### src/rtl/pmc_pkg.sv
// Package of constants and types for the positioner mode controller.
// Assumes a single 25 MHz system clock shared by all design files.
package pmc_pkg;

  // ----------------------------------------------------------------
  // Clock and timing
  // ----------------------------------------------------------------
  localparam int unsigned CLK_HZ         = 25000000;
  localparam int unsigned STEP_TIME_US   = 1000;
  localparam int unsigned STEP_CYCLES    = (CLK_HZ / 1000000) * STEP_TIME_US;
  localparam int unsigned BLINK_TIME_MS  = 250;
  localparam int unsigned BLINK_CYCLES   = (CLK_HZ / 1000) * BLINK_TIME_MS;
  localparam int unsigned TMO_WIDTH      = 32;

  // ----------------------------------------------------------------
  // Self-test and alert layout
  // ----------------------------------------------------------------
  localparam int unsigned NUM_TESTS      = 4;
  localparam int unsigned TEST_W         = 3;
  localparam int unsigned NUM_ALERTS     = 8;
  localparam int unsigned ALERT_IDX_W    = 3;
  localparam int unsigned VAL_W          = 16;
  localparam int unsigned BLINK_W        = 24;
  localparam logic [3:0]  GREEN_ALL_OFF  = 4'h0;
  localparam logic [3:0]  GREEN_ALL_ON   = 4'hf;

  // ----------------------------------------------------------------
  // Failure actions
  // ----------------------------------------------------------------
  typedef enum logic [1:0] {
    PMC_ACT_HOLD   = 2'h0,
    PMC_ACT_VENT   = 2'h1,
    PMC_ACT_PRESET = 2'h2
  } pmc_action_t;

  // ----------------------------------------------------------------
  // Operating modes, Gray coded along the start-up path
  // ----------------------------------------------------------------
  typedef enum logic [2:0] {
    PMC_POWER_ON_CHECK     = 3'h0,
    PMC_IDLE_UNCONFIGURED  = 3'h1,
    PMC_SELF_TUNING        = 3'h3,
    PMC_NORMAL_CONTROL     = 3'h2,
    PMC_SETPOINT_LOSS_SAFE = 3'h6,
    PMC_TEST_FAILED        = 3'h7,
    PMC_FATAL_ERROR_HALT   = 3'h5
  } pmc_mode_t;

  // ----------------------------------------------------------------
  // Display selection
  // ----------------------------------------------------------------
  typedef enum logic [1:0] {
    PMC_DISP_ALERT    = 2'h0,
    PMC_DISP_MEASURED = 2'h1,
    PMC_DISP_MENU     = 2'h2
  } pmc_disp_t;

endpackage

### src/rtl/pmc_alert_if.sv
// Interface carrying alert navigation signals between mode controller and alert viewer.
// Assumes both ends run on the same system clock.
`timescale 1ns/1ps
interface pmc_alert_if;
  logic [pmc_pkg::NUM_ALERTS-1:0]  pending;
  logic                            key_up;
  logic                            key_down;
  logic                            key_menu;
  logic                            active;
  logic                            any;
  logic [pmc_pkg::ALERT_IDX_W-1:0] idx;
  pmc_pkg::pmc_disp_t              disp;

  modport ctrl (output pending, output key_up, output key_down, output key_menu, output active,
                input any, input idx, input disp);
  modport view (input pending, input key_up, input key_down, input key_menu, input active,
                output any, output idx, output disp);
endinterface

### src/rtl/pmc_alert_view.sv
// Alert viewer: picks the highest-priority pending alert and steps through them by key.
// Assumes key inputs are single-cycle press pulses; bit 0 has the highest priority.
`timescale 1ns/1ps
module pmc_alert_view (
  // Clock and reset
  input  wire logic sys_clk,
  input  wire logic rstn,
  // Alert navigation
  pmc_alert_if.view ai
);

  logic [pmc_pkg::ALERT_IDX_W-1:0] idx_ff;
  logic [pmc_pkg::ALERT_IDX_W-1:0] nxt_idx;
  logic [pmc_pkg::ALERT_IDX_W-1:0] top_idx;
  logic [pmc_pkg::ALERT_IDX_W-1:0] next_idx;
  logic                            next_found;
  pmc_pkg::pmc_disp_t              disp_ff;
  pmc_pkg::pmc_disp_t              nxt_disp;

  // ----------------------------------------------------------------
  // Priority search
  // ----------------------------------------------------------------
  always_comb begin
    top_idx    = '0;
    next_idx   = top_idx;
    next_found = 1'b0;
    for (int i = pmc_pkg::NUM_ALERTS - 1; i >= 0; i--) begin
      if (ai.pending[i]) begin
        top_idx = i[pmc_pkg::ALERT_IDX_W-1:0];
      end
    end
    next_idx = top_idx;
    for (int i = pmc_pkg::NUM_ALERTS - 1; i >= 0; i--) begin
      if (ai.pending[i] && (i[pmc_pkg::ALERT_IDX_W-1:0] > idx_ff)) begin
        next_idx   = i[pmc_pkg::ALERT_IDX_W-1:0];
        next_found = 1'b1;
      end
    end
  end

  // ----------------------------------------------------------------
  // Navigation
  // ----------------------------------------------------------------
  always_comb begin
    nxt_idx  = idx_ff;
    nxt_disp = disp_ff;
    if (!ai.active || !(|ai.pending)) begin
      nxt_idx  = top_idx;
      nxt_disp = pmc_pkg::PMC_DISP_ALERT;
    end else if (ai.key_menu) begin
      nxt_disp = pmc_pkg::PMC_DISP_MENU;
    end else if (ai.key_up) begin
      nxt_disp = pmc_pkg::PMC_DISP_MEASURED;
    end else if (ai.key_down) begin
      nxt_idx  = next_found ? next_idx : top_idx;
      nxt_disp = pmc_pkg::PMC_DISP_ALERT;
    end else if (!ai.pending[idx_ff]) begin
      nxt_idx = top_idx;
    end
  end

  always_ff @(posedge sys_clk or negedge rstn) begin
    if (!rstn) begin
      idx_ff  <= '0;
      disp_ff <= pmc_pkg::PMC_DISP_ALERT;
    end else begin
      idx_ff  <= nxt_idx;
      disp_ff <= nxt_disp;
    end
  end

  assign ai.idx  = idx_ff;
  assign ai.disp = disp_ff;
  assign ai.any  = |ai.pending;

endmodule

### src/rtl/pmc_mode_ctrl.sv
// Operating-mode controller of a valve positioner with alert display and key handling.
// Assumes synchronous inputs on sys_clk, keys as levels, and a retained tuned flag outside.
`timescale 1ns/1ps

// Overview of operation
// - After reset, self-tests run in sequence with each step shown on LEDs.
// - Tests pass and never tuned: enter idle_unconfigured.
// - Tests pass and tuned before: enter normal_control.
// - Start-up test failure halts, showing the failing test code.
// - Cyclic fault enters fatal halt (a tuned idle device given a bus setpoint that cycle goes to normal_control): red steady, greens off, message shown.
// - Completed tuning enters normal_control and is remembered across resets.
// - Setpoints received over the link put a tuned idle device in normal_control.
// - Fieldbus setpoint timeout enters safe mode with the configured action.
// - Cyclic self-diagnosis keeps running while in safe mode.
// - A new setpoint in safe mode returns to normal_control at once.
// - Untuned device stays idle until the operator starts a tuning run.
// - Menu entry is always enabled while idle_unconfigured.
// - Factory restore clears the tuned flag so start-up lands in idle.
// - Tuning runs in self_tuning mode, then enters normal_control.
// - Supervised problems raise alerts on the display or a blink pattern.
// - Highest alert first; DOWN steps onward, UP shows measured values.
// - Menu keys open the menu while alerts are shown, except in power-on check and fatal halt.
// - Position override replaces reported position only when enabled, fieldbus only.
// - Analog variant uses digitised loop current as setpoint, else the bus.
// - I/O option gives binary outputs, current output with alarm, force inputs.
module pmc_mode_ctrl (
  // Clock and reset
  input  wire logic                            sys_clk,
  input  wire logic                            rstn,
  // Local keys, held levels
  input  wire logic                            key_up,
  input  wire logic                            key_down,
  input  wire logic                            key_menu,
  // Self-test results
  input  wire logic                            test_done,
  input  wire logic                            test_pass,
  input  wire logic                            cyclic_fault,
  // Retained tuning status and commands
  input  wire logic                            tuned_stored,
  input  wire logic                            tune_start,
  input  wire logic                            tune_done,
  input  wire logic                            factory_restore,
  // Setpoint sources and configuration
  input  wire logic                            fieldbus_variant,
  input  wire logic [pmc_pkg::VAL_W-1:0]       adc_setpoint,
  input  wire logic                            bus_sp_valid,
  input  wire logic [pmc_pkg::VAL_W-1:0]       bus_setpoint,
  input  wire logic [pmc_pkg::TMO_WIDTH-1:0]   sp_timeout_cycles,
  input  wire pmc_pkg::pmc_action_t            fail_action,
  input  wire logic [pmc_pkg::VAL_W-1:0]       preset_position,
  // Position override
  input  wire logic                            override_enable,
  input  wire logic                            override_valid,
  input  wire logic [pmc_pkg::VAL_W-1:0]       override_value,
  input  wire logic [pmc_pkg::VAL_W-1:0]       real_position,
  // Supervision and I/O option
  input  wire logic [pmc_pkg::NUM_ALERTS-1:0]  alert_pending,
  input  wire logic                            io_force_open,
  input  wire logic                            io_force_close,
  input  wire logic                            io_hold_last,
  // Mode and display outputs
  output pmc_pkg::pmc_mode_t                   mode,
  output logic                                 tuned_set,
  output logic                                 tuned_clear,
  output logic [pmc_pkg::TEST_W-1:0]           test_step,
  output logic [pmc_pkg::TEST_W-1:0]           fail_code,
  output logic                                 led_red,
  output logic [3:0]                           led_green,
  output logic                                 msg_show,
  output logic                                 menu_enable,
  output pmc_pkg::pmc_disp_t                   disp_sel,
  output logic [pmc_pkg::ALERT_IDX_W-1:0]      alert_idx,
  // Control outputs
  output logic [pmc_pkg::VAL_W-1:0]            ctrl_setpoint,
  output logic                                 vent_output,
  output logic                                 diag_run,
  output logic [pmc_pkg::VAL_W-1:0]            reported_position,
  output logic [1:0]                           io_bin_out,
  output logic                                 io_alarm
);

  pmc_alert_if ai ();

  pmc_pkg::pmc_mode_t              mode_ff;
  pmc_pkg::pmc_mode_t              nxt_mode;
  logic                            kr_ff;
  logic                            srst_ff;
  logic [pmc_pkg::TEST_W-1:0]      step_ff;
  logic [pmc_pkg::TEST_W-1:0]      nxt_step;
  logic [pmc_pkg::TEST_W-1:0]      fcode_ff;
  logic [pmc_pkg::TMO_WIDTH-1:0]   tmo_ff;
  logic [pmc_pkg::TMO_WIDTH-1:0]   nxt_tmo;
  logic [pmc_pkg::VAL_W-1:0]       sp_ff;
  logic [pmc_pkg::VAL_W-1:0]       nxt_sp;
  logic [pmc_pkg::VAL_W-1:0]       ovr_ff;
  logic                            ovr_act_ff;
  logic [pmc_pkg::BLINK_W-1:0]     blink_cnt_ff;
  logic                            blink_ff;
  logic [2:0]                      keys_ff;
  logic                            tuned_set_ff;
  logic                            tuned_clr_ff;
  logic                            red_ff;
  logic [3:0]                      green_ff;
  logic                            msg_ff;
  logic                            menu_ff;
  logic                            vent_ff;
  logic                            diag_ff;
  logic [pmc_pkg::VAL_W-1:0]       rep_ff;
  logic [1:0]                      bin_ff;
  logic                            alarm_ff;
  logic [pmc_pkg::VAL_W-1:0]       ctrl_sp_ff;
  logic                            restore_ok;
  logic                            three_keys;
  logic                            sp_timeout;
  logic                            bus_sp_in;
  logic                            in_safe;
  logic                            blink_wrap;
  logic [2:0]                      key_rise;
  logic [pmc_pkg::VAL_W-1:0]       safe_sp;

  // ----------------------------------------------------------------
  // Three-key reset and key edges
  // ----------------------------------------------------------------
  assign three_keys = key_up && key_down && key_menu;
  assign key_rise   = {key_menu, key_down, key_up} & ~keys_ff;

  always_ff @(posedge sys_clk or negedge rstn) begin
    if (!rstn) begin
      kr_ff   <= 1'b0;
      srst_ff <= 1'b1;
      keys_ff <= 3'h0;
    end else begin
      kr_ff   <= three_keys;
      srst_ff <= three_keys && !kr_ff;
      keys_ff <= {key_menu, key_down, key_up};
    end
  end

  // ----------------------------------------------------------------
  // Setpoint path and loss timer
  // ----------------------------------------------------------------
  assign bus_sp_in  = fieldbus_variant && bus_sp_valid;
  assign sp_timeout = fieldbus_variant && (tmo_ff >= sp_timeout_cycles);
  assign in_safe    = (mode_ff == pmc_pkg::PMC_SETPOINT_LOSS_SAFE);
  assign restore_ok = !(mode_ff inside {pmc_pkg::PMC_FATAL_ERROR_HALT, pmc_pkg::PMC_TEST_FAILED});
  assign safe_sp    = (fail_action == pmc_pkg::PMC_ACT_PRESET) ? preset_position : sp_ff;

  always_comb begin
    nxt_tmo = tmo_ff;
    if (bus_sp_in || !fieldbus_variant || mode_ff != pmc_pkg::PMC_NORMAL_CONTROL) begin
      nxt_tmo = '0;
    end else if (!sp_timeout) begin
      nxt_tmo = tmo_ff + 1'b1;
    end
    nxt_sp = sp_ff;
    if (io_hold_last) begin
      nxt_sp = sp_ff;
    end else if (!fieldbus_variant) begin
      nxt_sp = adc_setpoint;
    end else if (bus_sp_in) begin
      nxt_sp = bus_setpoint;
    end
  end

  // ----------------------------------------------------------------
  // Mode state machine
  // ----------------------------------------------------------------
  always_comb begin
    nxt_mode = mode_ff;
    nxt_step = step_ff;
    case (mode_ff)
      pmc_pkg::PMC_POWER_ON_CHECK: begin
        if (test_done && !test_pass) begin
          nxt_mode = pmc_pkg::PMC_TEST_FAILED;
        end else if (test_done && step_ff == pmc_pkg::TEST_W'(pmc_pkg::NUM_TESTS - 1)) begin
          nxt_mode = tuned_stored ? pmc_pkg::PMC_NORMAL_CONTROL
                                  : pmc_pkg::PMC_IDLE_UNCONFIGURED;
        end else if (test_done) begin
          nxt_step = step_ff + 1'b1;
        end
      end
      pmc_pkg::PMC_TEST_FAILED: begin
        nxt_mode = mode_ff;
      end
      pmc_pkg::PMC_FATAL_ERROR_HALT: begin
        nxt_mode = mode_ff;
      end
      pmc_pkg::PMC_IDLE_UNCONFIGURED: begin
        if (cyclic_fault) begin
          nxt_mode = pmc_pkg::PMC_FATAL_ERROR_HALT;
        end else if (tune_start) begin
          nxt_mode = pmc_pkg::PMC_SELF_TUNING;
        end
      end
      pmc_pkg::PMC_SELF_TUNING: begin
        if (cyclic_fault) begin
          nxt_mode = pmc_pkg::PMC_FATAL_ERROR_HALT;
        end else if (tune_done) begin
          nxt_mode = pmc_pkg::PMC_NORMAL_CONTROL;
        end
      end
      pmc_pkg::PMC_NORMAL_CONTROL: begin
        if (cyclic_fault) begin
          nxt_mode = pmc_pkg::PMC_FATAL_ERROR_HALT;
        end else if (tune_start) begin
          nxt_mode = pmc_pkg::PMC_SELF_TUNING;
        end else if (sp_timeout && !bus_sp_in) begin
          nxt_mode = pmc_pkg::PMC_SETPOINT_LOSS_SAFE;
        end
      end
      pmc_pkg::PMC_SETPOINT_LOSS_SAFE: begin
        if (cyclic_fault) begin
          nxt_mode = pmc_pkg::PMC_FATAL_ERROR_HALT;
        end else if (bus_sp_in) begin
          nxt_mode = pmc_pkg::PMC_NORMAL_CONTROL;
        end
      end
      default: begin
        nxt_mode = pmc_pkg::PMC_POWER_ON_CHECK;
      end
    endcase
    if (factory_restore && restore_ok && !cyclic_fault) begin
      nxt_mode = pmc_pkg::PMC_IDLE_UNCONFIGURED;
    end else if (bus_sp_in && mode_ff == pmc_pkg::PMC_IDLE_UNCONFIGURED && tuned_stored) begin
      nxt_mode = pmc_pkg::PMC_NORMAL_CONTROL;
    end
  end

  always_ff @(posedge sys_clk or negedge rstn) begin
    if (!rstn) begin
      mode_ff  <= pmc_pkg::PMC_POWER_ON_CHECK;
      step_ff  <= '0;
      fcode_ff <= '0;
      tmo_ff   <= '0;
      sp_ff    <= '0;
    end else if (srst_ff) begin
      mode_ff  <= pmc_pkg::PMC_POWER_ON_CHECK;
      step_ff  <= '0;
      fcode_ff <= '0;
      tmo_ff   <= '0;
      sp_ff    <= sp_ff;
    end else begin
      mode_ff  <= nxt_mode;
      step_ff  <= nxt_step;
      fcode_ff <= (nxt_mode == pmc_pkg::PMC_TEST_FAILED && mode_ff != nxt_mode) ? step_ff : fcode_ff;
      tmo_ff   <= nxt_tmo;
      sp_ff    <= nxt_sp;
    end
  end

  // ----------------------------------------------------------------
  // Alert viewer
  // ----------------------------------------------------------------
  assign ai.pending  = alert_pending;
  assign ai.key_up   = key_rise[0] && !three_keys;
  assign ai.key_down = key_rise[1] && !three_keys;
  assign ai.key_menu = key_rise[2] && !three_keys;
  assign ai.active   = (mode_ff != pmc_pkg::PMC_POWER_ON_CHECK) && (mode_ff != pmc_pkg::PMC_FATAL_ERROR_HALT);

  pmc_alert_view u_view (
    .sys_clk (sys_clk),
    .rstn    (rstn),
    .ai      (ai)
  );

  // ----------------------------------------------------------------
  // Indicators and outputs
  // ----------------------------------------------------------------
  assign blink_wrap = (blink_cnt_ff == pmc_pkg::BLINK_W'(pmc_pkg::BLINK_CYCLES - 1));

  always_ff @(posedge sys_clk or negedge rstn) begin
    if (!rstn) begin
      blink_cnt_ff <= '0;
      blink_ff     <= 1'b0;
    end else begin
      blink_cnt_ff <= blink_wrap ? '0 : blink_cnt_ff + 1'b1;
      blink_ff     <= blink_wrap ? !blink_ff : blink_ff;
    end
  end

  always_ff @(posedge sys_clk or negedge rstn) begin
    if (!rstn) begin
      tuned_set_ff <= 1'b0;
      tuned_clr_ff <= 1'b0;
      red_ff       <= 1'b0;
      green_ff     <= pmc_pkg::GREEN_ALL_OFF;
      msg_ff       <= 1'b0;
      menu_ff      <= 1'b0;
      vent_ff      <= 1'b0;
      diag_ff      <= 1'b0;
      rep_ff       <= '0;
      ovr_ff       <= '0;
      ovr_act_ff   <= 1'b0;
      bin_ff       <= 2'h0;
      alarm_ff     <= 1'b0;
      ctrl_sp_ff   <= '0;
    end else begin
      tuned_set_ff <= (mode_ff == pmc_pkg::PMC_SELF_TUNING) && tune_done && !cyclic_fault;
      tuned_clr_ff <= factory_restore && restore_ok;
      if (mode_ff == pmc_pkg::PMC_FATAL_ERROR_HALT) begin
        red_ff   <= 1'b1;
        green_ff <= pmc_pkg::GREEN_ALL_OFF;
      end else if (mode_ff == pmc_pkg::PMC_POWER_ON_CHECK) begin
        red_ff   <= 1'b0;
        green_ff <= 4'h1 << step_ff[1:0];
      end else if (mode_ff == pmc_pkg::PMC_TEST_FAILED) begin
        red_ff   <= 1'b1;
        green_ff <= {1'b0, fcode_ff};
      end else begin
        red_ff   <= ai.any && blink_ff;
        green_ff <= pmc_pkg::GREEN_ALL_ON;
      end
      msg_ff   <= (mode_ff == pmc_pkg::PMC_FATAL_ERROR_HALT) || ai.any;
      menu_ff  <= (mode_ff == pmc_pkg::PMC_IDLE_UNCONFIGURED) || (ai.disp == pmc_pkg::PMC_DISP_MENU);
      vent_ff  <= (in_safe && fail_action == pmc_pkg::PMC_ACT_VENT) ||
                  (mode_ff == pmc_pkg::PMC_FATAL_ERROR_HALT);
      diag_ff  <= (mode_ff != pmc_pkg::PMC_POWER_ON_CHECK) && (mode_ff != pmc_pkg::PMC_TEST_FAILED);
      if (override_valid) begin
        ovr_ff <= override_value;
      end
      ovr_act_ff <= override_valid ? 1'b1 : (ovr_act_ff && override_enable);
      rep_ff   <= (fieldbus_variant && override_enable && ovr_act_ff) ? ovr_ff : real_position;
      bin_ff   <= {io_force_close, io_force_open};
      alarm_ff <= ai.any || (mode_ff == pmc_pkg::PMC_FATAL_ERROR_HALT);
      ctrl_sp_ff <= in_safe ? safe_sp : sp_ff;
    end
  end

  assign mode              = mode_ff;
  assign tuned_set         = tuned_set_ff;
  assign tuned_clear       = tuned_clr_ff;
  assign test_step         = step_ff;
  assign fail_code         = fcode_ff;
  assign led_red           = red_ff;
  assign led_green         = green_ff;
  assign msg_show          = msg_ff;
  assign menu_enable       = menu_ff;
  assign disp_sel          = ai.disp;
  assign alert_idx         = ai.idx;
  assign ctrl_setpoint     = ctrl_sp_ff;
  assign vent_output       = vent_ff;
  assign diag_run          = diag_ff;
  assign reported_position = rep_ff;
  assign io_bin_out        = bin_ff;
  assign io_alarm          = alarm_ff;

endmodule

### config.mk
export PLATFORM = sky130hd
export DESIGN_NAME = pmc_mode_ctrl
export DESIGN_NICKNAME = d
export VERILOG_FILES = /design/src/rtl/pmc_pkg.sv /design/src/rtl/pmc_alert_if.sv /design/src/rtl/pmc_alert_view.sv /design/src/rtl/pmc_mode_ctrl.sv
export SDC_FILE = /design/constraint.sdc
export NUM_CORES = 1
export LEC_CHECK = 0
export BUFFER_PORTS_ARGS = -buffer_cell sky130_fd_sc_hd__buf_2
export CORE_MARGIN = 2
export CORE_UTILIZATION = 50
export DETAILED_ROUTE_END_ITERATION = 6
export GPL_TIMING_DRIVEN = 0
export PLACE_DENSITY_LB_ADDON = 0.08
export SYNTH_ARGS = -nofsm -noshare
export SYNTH_HDL_FRONTEND = slang
export SYNTH_SLANG_ARGS = --single-unit
### constraint.sdc
create_clock -name sys_clk -period 6.1 [get_ports sys_clk]
set_input_delay 0.305 -clock sys_clk [delete_from_list [all_inputs] [get_ports sys_clk]]
set_output_delay 0.305 -clock sys_clk [all_outputs]
set_load 0.005 [all_outputs]
==> results.py <==
metrics = {
    "floorplan": {
        "die-height_um": 131,
        "placeableCoreArea_sq_mm": 0.0158,
        "die_x_um": 131,
        "ios": 201,
        "placementRows": 46,
        "die_area_sq_mm": 0.0172,
        "floorplan.initialDensity": 0.510,
    },
    "cells_and_area": {
        "final_layout_size_suffix_gt1_frac": 0.300,
        "layoutNonFillerInstCount": 1226,
        "area_growth_pct": 23.8,
        "commonest_cells_after_routing_fill_and_taps_aside": "buf_2 (198), dfrtp_1 (153), nand2_1 (61), nor2_1 (61), mux2_2 (49)",
        "commonest_non_fill_non_tap_cell_in_the_layout": "buf_2",
        "fillCellCount": 1365,
        "nNetsFinal": 1176,
    },
    "clock_network": {
        "cts_resized": 0,
        "clock-root-buffer": "clkbuf_16",
        "clk-insertion-delay-late_ns": 0.43,
        "tritoncts_num_sinks": 154,
        "htree_levels": 4,
        "cts_tree": "built",
        "path_clk_slew_ns": 0.06,
        "ctsLongestPathBuffers": 2,
        "total_cts_buffers": 17,
    },
    "critical_path": {
        "worstReg2RegStart": "tmo_ff[27]$_DFFE_PN0P_",
        "critical_path_arrival_ns": 3.34,
        "worst_r2r_endpoint": "tmo_ff[31]$_DFFE_PN0P_",
        "worst_r2r_path_depth": 8,
        "path_class": "register to register",
        "worstSetupEndpointType": "register",
        "timing.critical_path.required_ns": 6.45,
        "worst_setup_path_endpoint": "tmo_ff[31]$_DFFE_PN0P_",
        "startpoint_type": "register",
        "timing.critical_path.fanout_max": 8,
        "critical_path.startpoint": "tmo_ff[27]$_DFFE_PN0P_",
        "reg2reg_setup_slack_ns": 3.10,
    },
    "global_route": {
        "grt_start_max_net_pins": 105,
        "grt_most_used_layer": "met2",
        "met2_usage": 0.360,
        "use_met1": 0.312,
        "global_route.usage.total": 0.230,
        "grt_util_met3": 0.0751,
        "gr-total-overflow": 0,
        "vias_in_the_first_global_route": 6322,
        "antenna_found_initial": 1,
        "grt_pass1_wl_mm": 30.9,
    },
    "synthesis": {
        "async_flop_share": 1.00,
        "yosys_most_used_dff": "dfrtp_1",
        "synth_xor_xnor_area_share": 0.0358,
        "postSynthCellCount": 774,
        "synth_top_family_by_area": "simple AND/OR/NAND/NOR gates",
        "number_of_enable_flip_flop_cells_after_synthesis": 0,
        "synth_compound_gate_area_share": 0.111,
        "synth.mux.area_fraction": 0.102,
        "yosysWarningCount": 0,
        "syn-cell-area_sq_mm": 0.00807,
        "synth_sequential_area_ratio": 0.477,
        "avgSynthCellArea_sq_um": 10.4,
        "yosys_register_bits": 154,
        "synth_fp_nets": 954,
        "synthSimpleGateAreaFrac": 0.178,
        "yosys.cell_types.count": 68,
        "synth_fa_ha_area_frac": 0.0604,
    },
    "timing": {
        "slew-limit-headroom": 0.347,
        "finalSetupTns_ns": 0,
        "fmaxAchievable_mhz": 334,
        "timing_worst_slew_pin_value_ns": 0.977,
        "setup_viol_count_final": 0,
        "final_critical_path_setup_slack_ns": 3.10,
        "clock_skew_ns": 0.0145,
        "grt_setup_unrepaired": "no",
        "hold_slack_ns": 0.0157,
        "fin_crit_sh": 0.491,
        "slew_violations": 0,
        "timing.final.crit_period_ns": 3.00,
        "final_hold_violations": 0,
    },
    "flow_run": {
        "max_cap_violations": 0,
    },
    "min_path": {
        "timing.hold.worst.class": "input port to register",
    },
    "drt": {
        "drc": 0,
        "drt_iter0_markers": 318,
        "postRouteWirelength_mm": 18.9,
        "routed-via-count": 6541,
        "ant_nets": 0,
        "drtPass1Iterations": 5,
        "vias_per_cell": 5.34,
        "detail_route.wl_per_cell_um": 15.5,
    },
    "status": {
        "outcome": "completed",
    },
    "place": {
        "total_of_buffers_placed_on_input_and_output_ports": 199,
        "dpl_worst_slack_ns": 3.05,
        "place.detailed.instances": 1190,
        "hpwlAfterDp_mm": 14.1,
        "gp_congestion": 0.800,
    },
    "power_and_ir_drop": {
        "comb_power_share": 0.211,
        "power_frac_seq": 0.421,
        "switching_share": 0.290,
        "share_clk_of_total_power": 0.368,
        "ir_drop_v": 0.000197,
        "static-leakage-power_nw": 4.79,
        "internal_power_mw": 2.02,
        "netSwitchingPower_uw": 829,
        "power.density_cell_area_mw_per_mm2": 285,
    },
}
==> Yosys cell counts (19+ instances only) <==
cell	number	area (sq um)
nor2_1	61	229
inv_1	45	169
dfrtp_1	153	3830
xor2_1	20	175
mux2i_1	23	230
o21ai_0	37	185
a21oi_1	40	200
clkbuf_1	20	75.1
ha_1	39	488
mux2_2	49	552
nand4_1	19	119
nand2_1	61	229
nand3_1	25	125
==> metal layers <==
metal  up-vias  routed length [um]
met4         0                 204
li1       3227                   -
met2       174                8990
met3        15                1280
met1      3125                8470
met5         -                   0
==> how the worst min path moves through the flow <==
stage | start | endpoint | slack [ns] | depth (start not counted)
floorplan | rstn | blink_cnt_ff[0]$_DFF_PN0_ | 0.009 | 0
global placement | kr_ff$_DFF_PN0_ | srst_ff$_DFF_PN1_ | 0.35 | 1
detailed placement | rstn | tmo_ff[18]$_DFFE_PN0P_ | 0.24 | 1
CTS | key_down | keys_ff[1]$_DFF_PN0_ | 0.008 | 1
global route | key_down | keys_ff[1]$_DFF_PN0_ | 0.00005 | 1
finish | key_down | keys_ff[1]$_DFF_PN0_ | 0.02 | 1
==> per-stage QoR <==
stage	power, mW	utilization	area [sq um]
2_1_floorplan	1.56	-	8070
3_5_place_dp	1.82	0.592	9380
5_1_grt	3.01	0.631	9990
3_3_place_gp	1.81	0.590	9340
6_report	2.85	0.631	9990
4_1_cts	2.88	0.631	9990
==> registers in the layout, summed over array words and instances (netlist names), 2 cells and up <==
name	cells
u_view.ai.idx	3
reported_position	16
keys_ff	3
ctrl_setpoint	16
led_green	4
test_step	3
blink_cnt_ff	24
u_view.ai.disp	2
fail_code	3
tmo_ff	32
ovr_ff	16
sp_ff	16
mode	3
io_bin_out	2
==> power groups by stage <==
stage | clock network [mW] | registers, mW | logic (mW)
5_1_grt | 1.12 | 1.22 | 0.679
6_report | 1.05 | 1.20 | 0.603
4_1_cts | 1.07 | 1.20 | 0.607
2_1_floorplan | 0 | 1.22 | 0.342
3_5_place_dp | 0 | 1.22 | 0.600
3_3_place_gp | 0 | 1.22 | 0.593
==> worst max-delay path, stage by stage (launching register included) <==
cell,delay (ns)
dfrtp_1,0.42
ha_1,0.33
a21oi_1,0.15
o21ai_0,0.11
a221oi_1,0.54
o22ai_1,0.28
nor4_4,0.57
or3b_1,0.40
a21oi_1,0.15
==> cell type report <==
cell class                      instances  area, sq um  share of cell area
Multi-Input combinational cell        550         3940               0.394
Sequential cell                       154         3850               0.386
Timing Repair Buffer                  203         1060               0.106
Clock buffer                           20          447              0.0447
Tap cell                              216          270              0.0270
Inverter                               45          169              0.0169
Clock inverter                         12          138              0.0138
Buffer                                 25          111              0.0111
Antenna cell                            1         2.50            0.000250
==> cells by family after synthesis <==
| group | after synthesis |
|---|---|
| simple gates | 267 |
| xor+xnor | 33 |
| mux | 74 |
| flops | 154 |
| fa+ha+maj | 39 |
| buf+inv | 70 |
| compound gates | 137 |
==> repair_timing <==
item	CTS	global route
buffers inserted	0	0
hold endpoints to repair	52	0
hold buffers	3	0
(Power assumes the default switching activity.)
